==> config.mk <==
export PLATFORM = sky130hd
export DESIGN_NAME = bjcd_decoder
export DESIGN_NICKNAME = d
export VERILOG_FILES = /design/src/hdl/bjcd_pkg.sv /design/src/hdl/bjcd_decoder.sv
export SDC_FILE = /design/constraint.sdc
export NUM_CORES = 1
export LEC_CHECK = 0
export ABC_CLOCK_PERIOD_IN_PS = 3300
export BUFFER_PORTS_ARGS = -buffer_cell sky130_fd_sc_hd__buf_2
export CAP_MARGIN = 20
export CORE_ASPECT_RATIO = 1.75
export CORE_MARGIN = 2
export CORE_UTILIZATION = 35
export DETAILED_ROUTE_END_ITERATION = 6
export HOLD_SLACK_MARGIN = 0.06
export PLACE_DENSITY = 0.6
export SLEW_MARGIN = 20
export SYNTH_ARGS = -nofsm -noshare
export SYNTH_HDL_FRONTEND = slang
export SYNTH_SLANG_ARGS = --single-unit
==> constraint.sdc <==
create_clock -name ref_clk -period 3.3 [get_ports ref_clk]
set_input_delay 0.165 -clock ref_clk [delete_from_list [all_inputs] [get_ports ref_clk]]
set_output_delay 0.165 -clock ref_clk [all_outputs]
set_load 0.02 [all_outputs]
==> src/hdl/bjcd_pkg.sv <==
// shared types and constants for the branch, jump and flag decoder
package bjcd_pkg;

   // flag register layout, bit 5 down to bit 0
   typedef struct packed {
      logic h;
      logic i;
      logic n;
      logic z;
      logic v;
      logic c;
   } bjcd_flags_t;

   typedef enum logic [2:0] {
      STK_NONE,
      STK_PUSH_RET,
      STK_PULL_RET,
      STK_PULL_ALL,
      STK_PUSH_ALL
   } bjcd_stack_t;

   typedef enum logic {P_IDLE, P_EXEC} bjcd_phase_t;

   typedef struct packed {
      logic        valid;
      logic [7:0]  opcode;
      logic [7:0]  op1;
      logic [7:0]  op2;
      logic [15:0] pc;
   } bjcd_instr_t;

   typedef struct packed {
      logic [7:0]  acc_a;
      logic [15:0] index_x;
      logic [15:0] stack_pc;
      bjcd_flags_t stack_flags;
      logic [15:0] soft_int_vector;
      logic        wake;
   } bjcd_core_t;

   typedef struct packed {
      logic        done;
      logic        pc_load;
      logic [15:0] pc_val;
      logic        acc_wr;
      logic [7:0]  acc_val;
      bjcd_stack_t stack_op;
      logic [15:0] ret_addr;
      logic        waiting;
      logic        illegal;
   } bjcd_res_t;

   // opcodes
   localparam logic [3:0] REL_HI          = 4'h2;
   localparam logic [7:0] OP_NOP          = 8'h01;
   localparam logic [7:0] OP_FLAGS_FROM_A = 8'h06;
   localparam logic [7:0] OP_FLAGS_TO_ACC = 8'h07;
   localparam logic [7:0] OP_OVF_CLEAR    = 8'h0A;
   localparam logic [7:0] OP_OVF_SET      = 8'h0B;
   localparam logic [7:0] OP_CARRY_CLEAR  = 8'h0C;
   localparam logic [7:0] OP_CARRY_SET    = 8'h0D;
   localparam logic [7:0] OP_MASK_CLEAR   = 8'h0E;
   localparam logic [7:0] OP_MASK_SET     = 8'h0F;
   localparam logic [7:0] OP_BRANCH_ALWAYS = 8'h20;
   localparam logic [7:0] OP_BRANCH_NEVER = 8'h21;
   localparam logic [7:0] OP_RET_SUB      = 8'h39;
   localparam logic [7:0] OP_RET_INT      = 8'h3B;
   localparam logic [7:0] OP_WAIT_INT     = 8'h3E;
   localparam logic [7:0] OP_SOFT_INT     = 8'h3F;
   localparam logic [7:0] OP_JUMP_IDX     = 8'h6E;
   localparam logic [7:0] OP_JUMP_EXT     = 8'h7E;
   localparam logic [7:0] OP_BRANCH_SUB   = 8'h8D;
   localparam logic [7:0] OP_JUMP_SUB_DIR = 8'h9D;
   localparam logic [7:0] OP_JUMP_SUB_IDX = 8'hAD;
   localparam logic [7:0] OP_JUMP_SUB_EXT = 8'hBD;

   // cycle counts
   localparam logic [3:0] CYC_FLAG   = 4'h2;
   localparam logic [3:0] CYC_REL    = 4'h3;
   localparam logic [3:0] CYC_JUMP   = 4'h3;
   localparam logic [3:0] CYC_JUMP_SUB_D  = 4'h5;
   localparam logic [3:0] CYC_JUMP_SUB_IX = 4'h6;
   localparam logic [3:0] CYC_BRANCH_SUB  = 4'h6;
   localparam logic [3:0] CYC_RTS         = 4'h5;
   localparam logic [3:0] CYC_RET_INT     = 4'hA;
   localparam logic [3:0] CYC_SOFT_INT    = 4'hC;
   localparam logic [3:0] CYC_WAIT_INT    = 4'h9;
   localparam logic [3:0] CNT_LAST   = 4'h1;

   // byte lengths
   localparam logic [1:0] LEN_1 = 2'h1;
   localparam logic [1:0] LEN_2 = 2'h2;
   localparam logic [1:0] LEN_3 = 2'h3;

   localparam bjcd_flags_t FLAGS_RESET = 6'h10;
   localparam logic [1:0]  ACC_HI_PAD = 2'h3;
   localparam logic [7:0]  PAGE_ZERO  = 8'h00;

endpackage
==> src/hdl/bjcd_decoder.sv <==
// branch, jump, return and flag instruction decode and execute
// Behaviour
// RULE_01 - always-branch loads target, never-branch never does; 2 bytes, 3 cycles, flags kept
// RULE_02 - carry-test branches: 24 on carry clear, 25 on carry set; 2 bytes, 3 cycles
// RULE_03 - higher-or-same and lower share opcodes 24 and 25, same behaviour
// RULE_04 - 27 branches on zero set, 26 on zero clear
// RULE_05 - 22 branches when carry or zero is 0, 23 when it is 1
// RULE_06 - 2C/2D on n xor v 0/1, 2E/2F on z or (n xor v) 0/1
// RULE_07 - 28/29 on overflow clear/set, 2A/2B on negative clear/set; 2 bytes, 3 cycles
// RULE_08 - branch to subroutine 8D: 2 bytes, 6 cycles, flags kept
// RULE_09 - jump subroutine: 9D 5 cycles 2 bytes, AD 6/2, BD 6/3
// RULE_10 - jump 6E (2 bytes) and 7E (3 bytes), 3 cycles, flags kept
// RULE_11 - return from interrupt 3B: 1 byte, 10 cycles, all flags from stack
// RULE_12 - return from subroutine 39: 1 byte, 5 cycles, flags kept
// RULE_13 - software interrupt 3F: 1 byte, 12 cycles, sets mask only
// RULE_14 - wait 3E: 1 byte, 9 cycles then wait, flags kept
// RULE_15 - 0C clears carry, 0D sets carry; 1 byte, 2 cycles
// RULE_16 - 0E clears mask, 0F sets mask; 1 byte, 2 cycles
// RULE_17 - 0A clears overflow, 0B sets overflow; 1 byte, 2 cycles
// RULE_18 - 06 copies A into flags, 07 copies flags into A; 1 byte, 2 cycles
// RULE_19 - taken branch target is pc plus 2 plus signed displacement
// RULE_20 - flag bits 5..0 are h, i, n, z, v, c
// RULE_21 - untaken branch still takes full cycles, continues after displacement
`timescale 1ns/1ps
`default_nettype none
module bjcd_decoder (
   input  wire logic              ref_clk,
   input  wire logic              reset,
   input  wire bjcd_pkg::bjcd_instr_t instr,
   input  wire bjcd_pkg::bjcd_core_t  core,
   output var  bjcd_pkg::bjcd_res_t   res,
   output var  bjcd_pkg::bjcd_flags_t flags,
   output var  logic              busy
);
   import bjcd_pkg::*;

   typedef struct packed {
      bjcd_phase_t phase;
      logic        busy;
      logic [3:0]  cnt;
      logic [7:0]  op;
      logic [15:0] pc_first;
      logic [1:0]  len;
      logic        take;
      logic [15:0] tgt;
      bjcd_flags_t pend;
      bjcd_flags_t flag_reg;
      bjcd_res_t   res;
   } bjcd_state_t;

   localparam bjcd_state_t ST_RST = '{phase: P_IDLE, flag_reg: FLAGS_RESET, default: '0};

   bjcd_state_t st_r;
   bjcd_state_t st_nxt;
   logic        accept;

   function automatic logic branch_cond(input logic [3:0] sel, input bjcd_flags_t f);
      logic r;
      r = 1'b0;
      unique case (sel)
         4'h0: r = 1'b1;                       // RULE_01
         4'h1: r = 1'b0;                       // RULE_01
         4'h2: r = ~(f.c | f.z);               // RULE_05
         4'h3: r = f.c | f.z;                  // RULE_05
         4'h4: r = ~f.c;                       // RULE_02 RULE_03
         4'h5: r = f.c;                        // RULE_02 RULE_03
         4'h6: r = ~f.z;                       // RULE_04
         4'h7: r = f.z;                        // RULE_04
         4'h8: r = ~f.v;                       // RULE_07
         4'h9: r = f.v;                        // RULE_07
         4'hA: r = ~f.n;                       // RULE_07
         4'hB: r = f.n;                        // RULE_07
         4'hC: r = ~(f.n ^ f.v);               // RULE_06
         4'hD: r = f.n ^ f.v;                  // RULE_06
         4'hE: r = ~(f.z | (f.n ^ f.v));       // RULE_06
         4'hF: r = f.z | (f.n ^ f.v);          // RULE_06
      endcase
      return r;
   endfunction

   function automatic logic [15:0] rel_target(input logic [15:0] pc, input logic [7:0] d);
      return pc + {14'h0000, LEN_2} + {{8{d[7]}}, d};   // RULE_19
   endfunction

   assign accept = instr.valid && (st_r.phase == P_IDLE);

   always_comb begin
      st_nxt = st_r;
      st_nxt.res.done = 1'b0;
      st_nxt.res.pc_load = 1'b0;
      st_nxt.res.acc_wr = 1'b0;
      st_nxt.res.stack_op = STK_NONE;
      st_nxt.res.illegal = 1'b0;
      if (core.wake) begin
         st_nxt.res.waiting = 1'b0;
      end
      unique case (st_r.phase)
         P_IDLE: begin
            if (instr.valid) begin
               st_nxt.phase = P_EXEC;
               st_nxt.op = instr.opcode;
               st_nxt.pc_first = instr.pc;
               st_nxt.pend = st_r.flag_reg;
               st_nxt.take = 1'b0;
               st_nxt.tgt = instr.pc;
               st_nxt.len = LEN_1;
               st_nxt.cnt = CYC_FLAG - CNT_LAST;
               if (instr.opcode[7:4] == REL_HI) begin
                  st_nxt.len = LEN_2;
                  st_nxt.cnt = CYC_REL - CNT_LAST;                       // RULE_21
                  st_nxt.take = branch_cond(instr.opcode[3:0], st_r.flag_reg);
                  st_nxt.tgt = rel_target(instr.pc, instr.op1);          // RULE_19
               end else begin
                  unique case (instr.opcode)
                     OP_BRANCH_SUB: begin
                        st_nxt.len = LEN_2;
                        st_nxt.cnt = CYC_BRANCH_SUB - CNT_LAST;          // RULE_08
                        st_nxt.take = 1'b1;
                        st_nxt.tgt = rel_target(instr.pc, instr.op1);
                     end
                     OP_JUMP_SUB_DIR: begin
                        st_nxt.len = LEN_2;
                        st_nxt.cnt = CYC_JUMP_SUB_D - CNT_LAST;          // RULE_09
                        st_nxt.take = 1'b1;
                        st_nxt.tgt = {PAGE_ZERO, instr.op1};
                     end
                     OP_JUMP_SUB_IDX, OP_JUMP_IDX: begin
                        st_nxt.len = LEN_2;
                        st_nxt.cnt = (instr.opcode == OP_JUMP_IDX) ?
                                     CYC_JUMP - CNT_LAST : CYC_JUMP_SUB_IX - CNT_LAST; // RULE_09 RULE_10
                        st_nxt.take = 1'b1;
                        st_nxt.tgt = core.index_x + {PAGE_ZERO, instr.op1};
                     end
                     OP_JUMP_SUB_EXT, OP_JUMP_EXT: begin
                        st_nxt.len = LEN_3;
                        st_nxt.cnt = (instr.opcode == OP_JUMP_EXT) ?
                                     CYC_JUMP - CNT_LAST : CYC_JUMP_SUB_IX - CNT_LAST; // RULE_09 RULE_10
                        st_nxt.take = 1'b1;
                        st_nxt.tgt = {instr.op1, instr.op2};
                     end
                     OP_RET_SUB: begin
                        st_nxt.cnt = CYC_RTS - CNT_LAST;                 // RULE_12
                        st_nxt.take = 1'b1;
                        st_nxt.tgt = core.stack_pc;
                     end
                     OP_RET_INT: begin
                        st_nxt.cnt = CYC_RET_INT - CNT_LAST;             // RULE_11
                        st_nxt.take = 1'b1;
                        st_nxt.tgt = core.stack_pc;
                        st_nxt.pend = core.stack_flags;                  // RULE_11
                     end
                     OP_SOFT_INT: begin
                        st_nxt.cnt = CYC_SOFT_INT - CNT_LAST;            // RULE_13
                        st_nxt.take = 1'b1;
                        st_nxt.tgt = core.soft_int_vector;
                        st_nxt.pend.i = 1'b1;                            // RULE_13
                     end
                     OP_WAIT_INT: st_nxt.cnt = CYC_WAIT_INT - CNT_LAST;  // RULE_14
                     OP_CARRY_CLEAR: st_nxt.pend.c = 1'b0;               // RULE_15
                     OP_CARRY_SET: st_nxt.pend.c = 1'b1;                 // RULE_15
                     OP_MASK_CLEAR: st_nxt.pend.i = 1'b0;                // RULE_16
                     OP_MASK_SET: st_nxt.pend.i = 1'b1;                  // RULE_16
                     OP_OVF_CLEAR: st_nxt.pend.v = 1'b0;                 // RULE_17
                     OP_OVF_SET: st_nxt.pend.v = 1'b1;                   // RULE_17
                     OP_FLAGS_FROM_A: st_nxt.pend = bjcd_flags_t'(core.acc_a[5:0]); // RULE_18
                     OP_FLAGS_TO_ACC, OP_NOP: st_nxt.pend = st_r.flag_reg;
                     default: st_nxt.pend = st_r.flag_reg;
                  endcase
               end
            end
         end
         P_EXEC: begin
            if (st_r.cnt == CNT_LAST) begin
               st_nxt.phase = P_IDLE;
               st_nxt.flag_reg = st_r.pend;                              // RULE_20
               st_nxt.res.done = 1'b1;
               st_nxt.res.pc_load = st_r.take;                           // RULE_01
               st_nxt.res.ret_addr = st_r.pc_first + {14'h0000, st_r.len};
               st_nxt.res.pc_val = st_r.take ? st_r.tgt :
                                   st_r.pc_first + {14'h0000, st_r.len}; // RULE_21
               unique case (st_r.op)
                  OP_BRANCH_SUB, OP_JUMP_SUB_DIR, OP_JUMP_SUB_IDX, OP_JUMP_SUB_EXT:
                     st_nxt.res.stack_op = STK_PUSH_RET;
                  OP_RET_SUB: st_nxt.res.stack_op = STK_PULL_RET;
                  OP_RET_INT: st_nxt.res.stack_op = STK_PULL_ALL;
                  OP_SOFT_INT: st_nxt.res.stack_op = STK_PUSH_ALL;
                  OP_WAIT_INT: begin
                     st_nxt.res.stack_op = STK_PUSH_ALL;
                     st_nxt.res.waiting = 1'b1;                          // RULE_14
                  end
                  OP_FLAGS_TO_ACC: begin
                     st_nxt.res.acc_wr = 1'b1;                           // RULE_18
                     st_nxt.res.acc_val = {ACC_HI_PAD, st_r.flag_reg};
                  end
                  OP_NOP, OP_FLAGS_FROM_A, OP_OVF_CLEAR, OP_OVF_SET, OP_CARRY_CLEAR,
                  OP_CARRY_SET, OP_MASK_CLEAR, OP_MASK_SET, OP_JUMP_IDX, OP_JUMP_EXT:
                     st_nxt.res.stack_op = STK_NONE;
                  default: st_nxt.res.illegal = (st_r.op[7:4] != REL_HI);
               endcase
            end else begin
               st_nxt.cnt = st_r.cnt - CNT_LAST;
            end
         end
      endcase
      st_nxt.busy = (st_nxt.phase == P_EXEC);
   end

   always_ff @(posedge ref_clk) begin
      if (reset) begin
         st_r <= ST_RST;
      end else begin
         st_r <= st_nxt;
      end
   end

   assign res = st_r.res;
   assign flags = st_r.flag_reg;
   assign busy = st_r.busy;

   a_always_taken: assert property (@(posedge ref_clk) disable iff (reset) // RULE_01
      accept && instr.opcode == OP_BRANCH_ALWAYS |-> ##3 res.done && res.pc_load &&
      res.pc_val == $past(instr.pc, 3) + 16'h0002 + {{8{$past(instr.op1[7], 3)}},
      $past(instr.op1, 3)} && flags == $past(flags, 3))
      else $error("always-branch did not load its target");
   a_never_branch: assert property (@(posedge ref_clk) disable iff (reset) // RULE_21
      accept && instr.opcode == OP_BRANCH_NEVER |=> busy [*2] ##1
      (res.done && !res.pc_load && res.pc_val == $past(instr.pc, 3) + 16'h0002))
      else $error("never-branch timing or continuation wrong");
   a_carry_test: assert property (@(posedge ref_clk) disable iff (reset) // RULE_02
      accept && instr.opcode[7:1] == 7'h12 |-> ##3
      res.pc_load == ($past(instr.opcode[0], 3) == $past(flags.c, 3)))
      else $error("carry branch test wrong");
   a_zero_test: assert property (@(posedge ref_clk) disable iff (reset) // RULE_04
      accept && instr.opcode[7:1] == 7'h13 |-> ##3
      res.pc_load == ($past(instr.opcode[0], 3) == $past(flags.z, 3)))
      else $error("zero branch test wrong");
   a_unsigned_cmp: assert property (@(posedge ref_clk) disable iff (reset) // RULE_05
      accept && instr.opcode[7:1] == 7'h11 |-> ##3
      res.pc_load == ($past(instr.opcode[0], 3) == $past(flags.c | flags.z, 3)))
      else $error("unsigned compare branch wrong");
   a_signed_gt: assert property (@(posedge ref_clk) disable iff (reset) // RULE_06
      accept && instr.opcode[7:1] == 7'h17 |-> ##3 res.pc_load ==
      ($past(instr.opcode[0], 3) == $past(flags.z | (flags.n ^ flags.v), 3)))
      else $error("signed greater branch wrong");
   a_branch_sub_timing: assert property (@(posedge ref_clk) disable iff (reset) // RULE_08
      accept && instr.opcode == OP_BRANCH_SUB |=> !res.done [*5] ##1
      (res.done && res.stack_op == STK_PUSH_RET && flags == $past(flags, 6)))
      else $error("subroutine branch timing wrong");
   a_int_return_flags: assert property (@(posedge ref_clk) disable iff (reset) // RULE_11
      accept && instr.opcode == OP_RET_INT |-> ##10 res.done && flags == $past(core.stack_flags, 10))
      else $error("interrupt return flags not restored");
   a_soft_int_mask: assert property (@(posedge ref_clk) disable iff (reset) // RULE_13
      accept && instr.opcode == OP_SOFT_INT |-> ##12 res.done && flags.i &&
      {flags.h, flags.n, flags.z, flags.v, flags.c} ==
      $past({flags.h, flags.n, flags.z, flags.v, flags.c}, 12))
      else $error("software interrupt flag effect wrong");
   a_carry_ops: assert property (@(posedge ref_clk) disable iff (reset) // RULE_15
      accept && instr.opcode[7:1] == 7'h06 |-> ##2 res.done && flags.c == $past(instr.opcode[0], 2))
      else $error("carry set or clear wrong");
   a_flags_to_acc: assert property (@(posedge ref_clk) disable iff (reset) // RULE_18
      accept && instr.opcode == OP_FLAGS_TO_ACC |-> ##2 res.acc_wr && res.acc_val[5:0] == flags)
      else $error("flags to accumulator copy wrong");
endmodule
`default_nettype wire

[Yosys cells after proc, flatten, opt, wreduce, memory -nomap -nowiden]
Index checks and enable logic that the tools add are counted.
Word-level totals
  output and inout port bits: 55
  logic and storage cells: 146
  input bits: 106
  register bits: 107
Cells by class
  reduce and logical (&&, ||, !) cells: 17
  $add $sub $neg: 5
  equal/unequal tests: 56
  bitwise gates (word level): 12
  muxes and demuxes: 28
Operator list (number)
  17-bit one-hot mux with 6 select lines: 1
  8-bit by 4-bit == test with 1-bit output (second input constant): 12
  8-bit by 6-bit == test with 1-bit output (second input constant): 8
  8-bit == test (second input constant): 8
  53-bit two-way mux: 1
  48-bit two-way mux: 1
  4-bit == test (second input constant): 8
  8-bit by 7-bit == test with 1-bit output (second input constant): 4
  4-bit one-hot mux with 7 select lines: 1
  8-bit by 3-bit == test with 1-bit output (second input constant): 3
  22-bit OR reduction: 1
  19-bit two-way mux: 1
  19-bit OR reduction: 1
  16-bit adder: 1
  16-bit by 2-bit adder with 16-bit output: 1
  16-bit by 2-bit adder with 16-bit output (second input constant): 1
  16-bit by 8-bit adder with 16-bit output: 1
  4-bit by 3-bit == test with 1-bit output (second input constant): 4
  16-bit two-way mux: 1
  1-bit one-hot mux with 16 select lines: 1
  2-bit OR reduction: 7
  4-bit by 2-bit == test with 1-bit output (second input constant): 3
  1-bit one-hot mux with 4 select lines: 3
  3-bit one-hot mux with 4 select lines: 1
  22 further kinds: 44

[Logic depth before layout (Yosys ltp)]
  depth in word-level cells: 7
  depth in mapped cells: 12
  gate-level depth less buffers: 12

[Worst setup path after synthesis]
Ideal clock, no wire load.
  path type: input to register
  start point: input port instr[25] (netlist bit)
  end point: register st_r[71] (netlist bit)
  required time: 3.169 ns
  stages on the path: 12
  data arrival time: 2.324 ns
  setup time: 0.131 ns
  buffers on the path: 0
  slack: 0.846 ns
  cell sequence: inv_1 > ha_1 > inv_1 > ha_1 > fa_1 > a211oi_1 > o211ai_1 > a41oi_1 > xor2_1 > o211ai_1 > a21oi_1 > o22ai_1
On the way
  longest elaborated chain between the ends: 3
  elaborated cells on any way between the ends: 4
  those cells by class: add/sub: 2; mux: 2
RTL lines
  start, declared: line bjcd_decoder.sv:29  | input wire bjcd_pkg::bjcd_instr_t instr,
  16-bit by 8-bit adder with 16-bit output or 16-bit adder (tied branches): line bjcd_decoder.sv:132, bjcd_decoder.sv:82
  17-bit one-hot mux with 6 select lines: line bjcd_decoder.sv:114  | unique case (instr.opcode)
  19-bit two-way mux (*): line bjcd_decoder.sv:108  | if (instr.opcode[7:4] == REL_HI) begin
  end signal, assigned: line bjcd_decoder.sv:212  | st_r <= st_nxt;
  end, declared: line bjcd_decoder.sv:53  | bjcd_state_t st_r;
Mark *: on every way between the ends. The rest lies on a longest branch, timed or not.
A chain may end at the register's enable or synchronous reset.

[Worst setup path in the final report]
Same ends and word-level chain as after synthesis.

==> results.json <==
{
  "outcome": "complete, but fails checks",
  "violations": "DRC",
  "grt.total_usage": 0.202,
  "cap_violations": 0,
  "wl_um": 22800,
  "crit_required_ns": 3.50,
  "crit_path_end_kind": "register",
  "tightest_slew_ns": 1.00,
  "yosys-mux-area-fraction": 0.00275,
  "post_cts_resized": 0,
  "avgSynthCellArea_um2": 7.71,
  "clock_latency_ns": 0.35,
  "cpLargestDelayFamily": "compound AO/OA/AOI/OAI gates",
  "drc_errors": 8,
  "synth.area.top_cells": "dfxtp_1, nand2_1, ha_1",
  "syn_inst": 945,
  "cts-root-buf": "clkbuf_16",
  "vias": 6962,
  "max_freq_mhz": 374,
  "worst-path-max-fanout": 4,
  "yosys_warnings": 0,
  "hp-class": "input pin to register",
  "yosysMostFrequentCell": "nand2_1",
  "drt_iter0_markers": 481,
  "clock_path_buffers": 2,
  "period_needed_ns": 2.67,
  "synth_nets": 1095,
  "hpwl_um": 17600,
  "synth_top_area_frac": 0.294,
  "cts_sinks": 107,
  "grt-ovfl-total": 0,
  "maxSlewHeadroom": 0.331,
  "grt_pass1_wl_um": 35800,
  "antenna_found_initial": 0,
  "num_rows": 69,
  "grt_pass1_vias": 6765,
  "setup_ws_ns": 0.629,
  "ios": 161,
  "die_h_um": 195,
  "yosysTopAreaCell": "dfxtp_1",
  "antenna_cells": 0,
  "synthSimpleGateAreaFrac": 0.208,
  "layout-drive-gt1-share": 0.202,
  "first_pass_iters": 7,
  "finalHoldViolations": 0,
  "synth_seq_cells": 107,
  "syn_area_um2": 7290,
  "cp-start-kind": "input pin",
  "num-nets-final": 1168,
  "ir_drop_mv": 0.233,
  "postSynth.asyncResetShare": 0,
  "synth-edff-count": 0,
  "cp.buffers_inverters": 3,
  "slew_viol_final": 0,
  "cts_tree": "built",
  "numCtsBuffers": 9,
  "clock_skew_ns": 0.00833,
  "ys.flop_type": "dfxtp_1",
  "yosysSeqAreaShare": 0.294,
  "post_cts_buffers": 0,
  "synthTopCellsByCount": "nand2_1, dfxtp_1, a21oi_1, nor2_1, buf_4",
  "grt_max_degree": 93,
  "gp_congestion": 0.929,
  "synth_top_family_by_area": "compound AO/OA/AOI/OAI gates",
  "io_buffers": 158,
  "tns_ns": 0,
  "critPathMaxStageDelay_ns": 0.44,
  "start_util": 0.358,
  "syn_to_final_growth_pct": 11.6,
  "rsz0062_at_grt": "no",
  "viasPerCell": 5.48,
  "period_share": 0.809,
  "fillers": 2211,
  "hold_ws_ns": 0.0873,
  "crit_path_cell_trace": "buf_2 -> inv_1 -> ha_1 -> inv_1 -> ha_1 -> fa_1 -> a211oi_1 -> o211ai_1 -> a41oi_1 -> xor2_1 -> o211ai_1 -> a21oi_1 -> o22ai_1",
  "ant_nets": 0,
  "coreArea_um2": 20400,
  "final-setup-viol-count": 0,
  "critPathKind": "input pin to register",
  "h-tree-depth": 3,
  "critPathSlowestCell": "fa_1",
  "die-area_um2": 22000,
  "clkTransAtPathRegs_ns": 0.07,
  "dpl_worst_slack_ns": 0.308,
  "hold_buffers": 0,
  "die_w_um": 113,
  "synth-compound-area-share": 0.258,
  "crit_arrival_ns": 2.87,
  "synthAdderAreaFrac": 0.0786,
  "power_per_cell_area_nw_per_um2": 403,
  "wire_per_inst_um": 17.9,
  "synth_xor_area_frac": 0.0517,
  "leakage_nw": 3.28,
  "synth.distinct_cells": 79
}
stage by stage:
step / total power, mW / cells / util / area, µm²
final: 3.28 / 1271 / 0.399 / 8140
after floorplan: 1.94 / 945 / - / 7290
after global routing: 3.44 / 1271 / 0.399 / 8140
after CTS: 3.30 / 1271 / 0.399 / 8140
after detailed placement: 2.16 / 1255 / 0.384 / 7830
after global placement: 2.16 / 1255 / 0.384 / 7830
layout by cell type, fill, tap and decap left out, drive strengths merged, types with 4 or more instances in the layout:
| cell | count |
|---|---|
| a22o | 8 |
| buf | 171 |
| o21ai | 44 |
| a221oi | 9 |
| a22oi | 8 |
| clkinv | 4 |
| nor3b | 5 |
| inv | 27 |
| dfxtp | 107 |
| a31oi | 7 |
| clkbuf | 10 |
| nor2b | 11 |
| o22ai | 7 |
| a21oi | 97 |
| a21o | 6 |
| or3 | 4 |
| nand3 | 24 |
| nand2b | 4 |
| o21a | 10 |
| nand4 | 6 |
| ha | 41 |
| nand2 | 156 |
| nor3 | 21 |
| o211ai | 17 |
| a222oi | 10 |
| nor2 | 70 |
| a211oi | 28 |
| xnor2 | 27 |
| and3 | 5 |
| xor2 | 16 |
| a211o | 5 |
flip-flops by register name, summed over array words and instances (netlist names):
| signal | cells |
|---|---|
| st_r | 53 |
| res | 47 |
| flags | 6 |
| busy | 1 |
worst paths after layout:
kind	endpoint	slack, ns	start	cells past startpoint
min	st_r[90]	0.09	instr[11]	3
max	st_r[71]	0.63	instr[25]	13
max reg2reg	res[44]	1.01	st_r[77]	8
min reg2reg	res[43]	0.45	res[43]	2
routing by layer:
layer  share of wire  global-route usage  routed length [µm]
met5               0                   0                   0
met2            0.50               0.361               11500
met4           0.029              0.0727                 663
met1            0.41               0.247                9420
met3           0.055              0.0237                1260
cells by family after synthesis:
family / count (synthesis)
flops: 107
simple gates: 326
compound gates: 287
mux: 2
xor+xnor: 43
buf+inv: 136
fa+ha+maj: 44
worst reg2reg max path: cells and delay by family (launching register included):
family	cells	cell delay, ns
compound gates	2	0.44
flops	1	0.35
simple gates	2	0.63
fa+ha+maj	2	0.63
buf+inv	1	0.06
xor+xnor	1	0.11
power by group:
group          total (mW)  switching [mW]  internal (mW)
clock                1.14           0.475          0.660
combinational       0.735           0.445          0.290
sequential           1.41          0.0533           1.35
total                3.28           0.973           2.30
area by class of cell:
type                       instances  area, µm²  share of cell area
inverter                          27        101              0.0125
timing repair buffer             171        888               0.109
tap                              248        310              0.0381
clock buffer                      10        229              0.0281
multi-input combinational        702       4380               0.539
sequential                       107       2140               0.263
clock inverter                     6       80.1             0.00984
No activity file was read; power rests on OpenSTA's default activity.
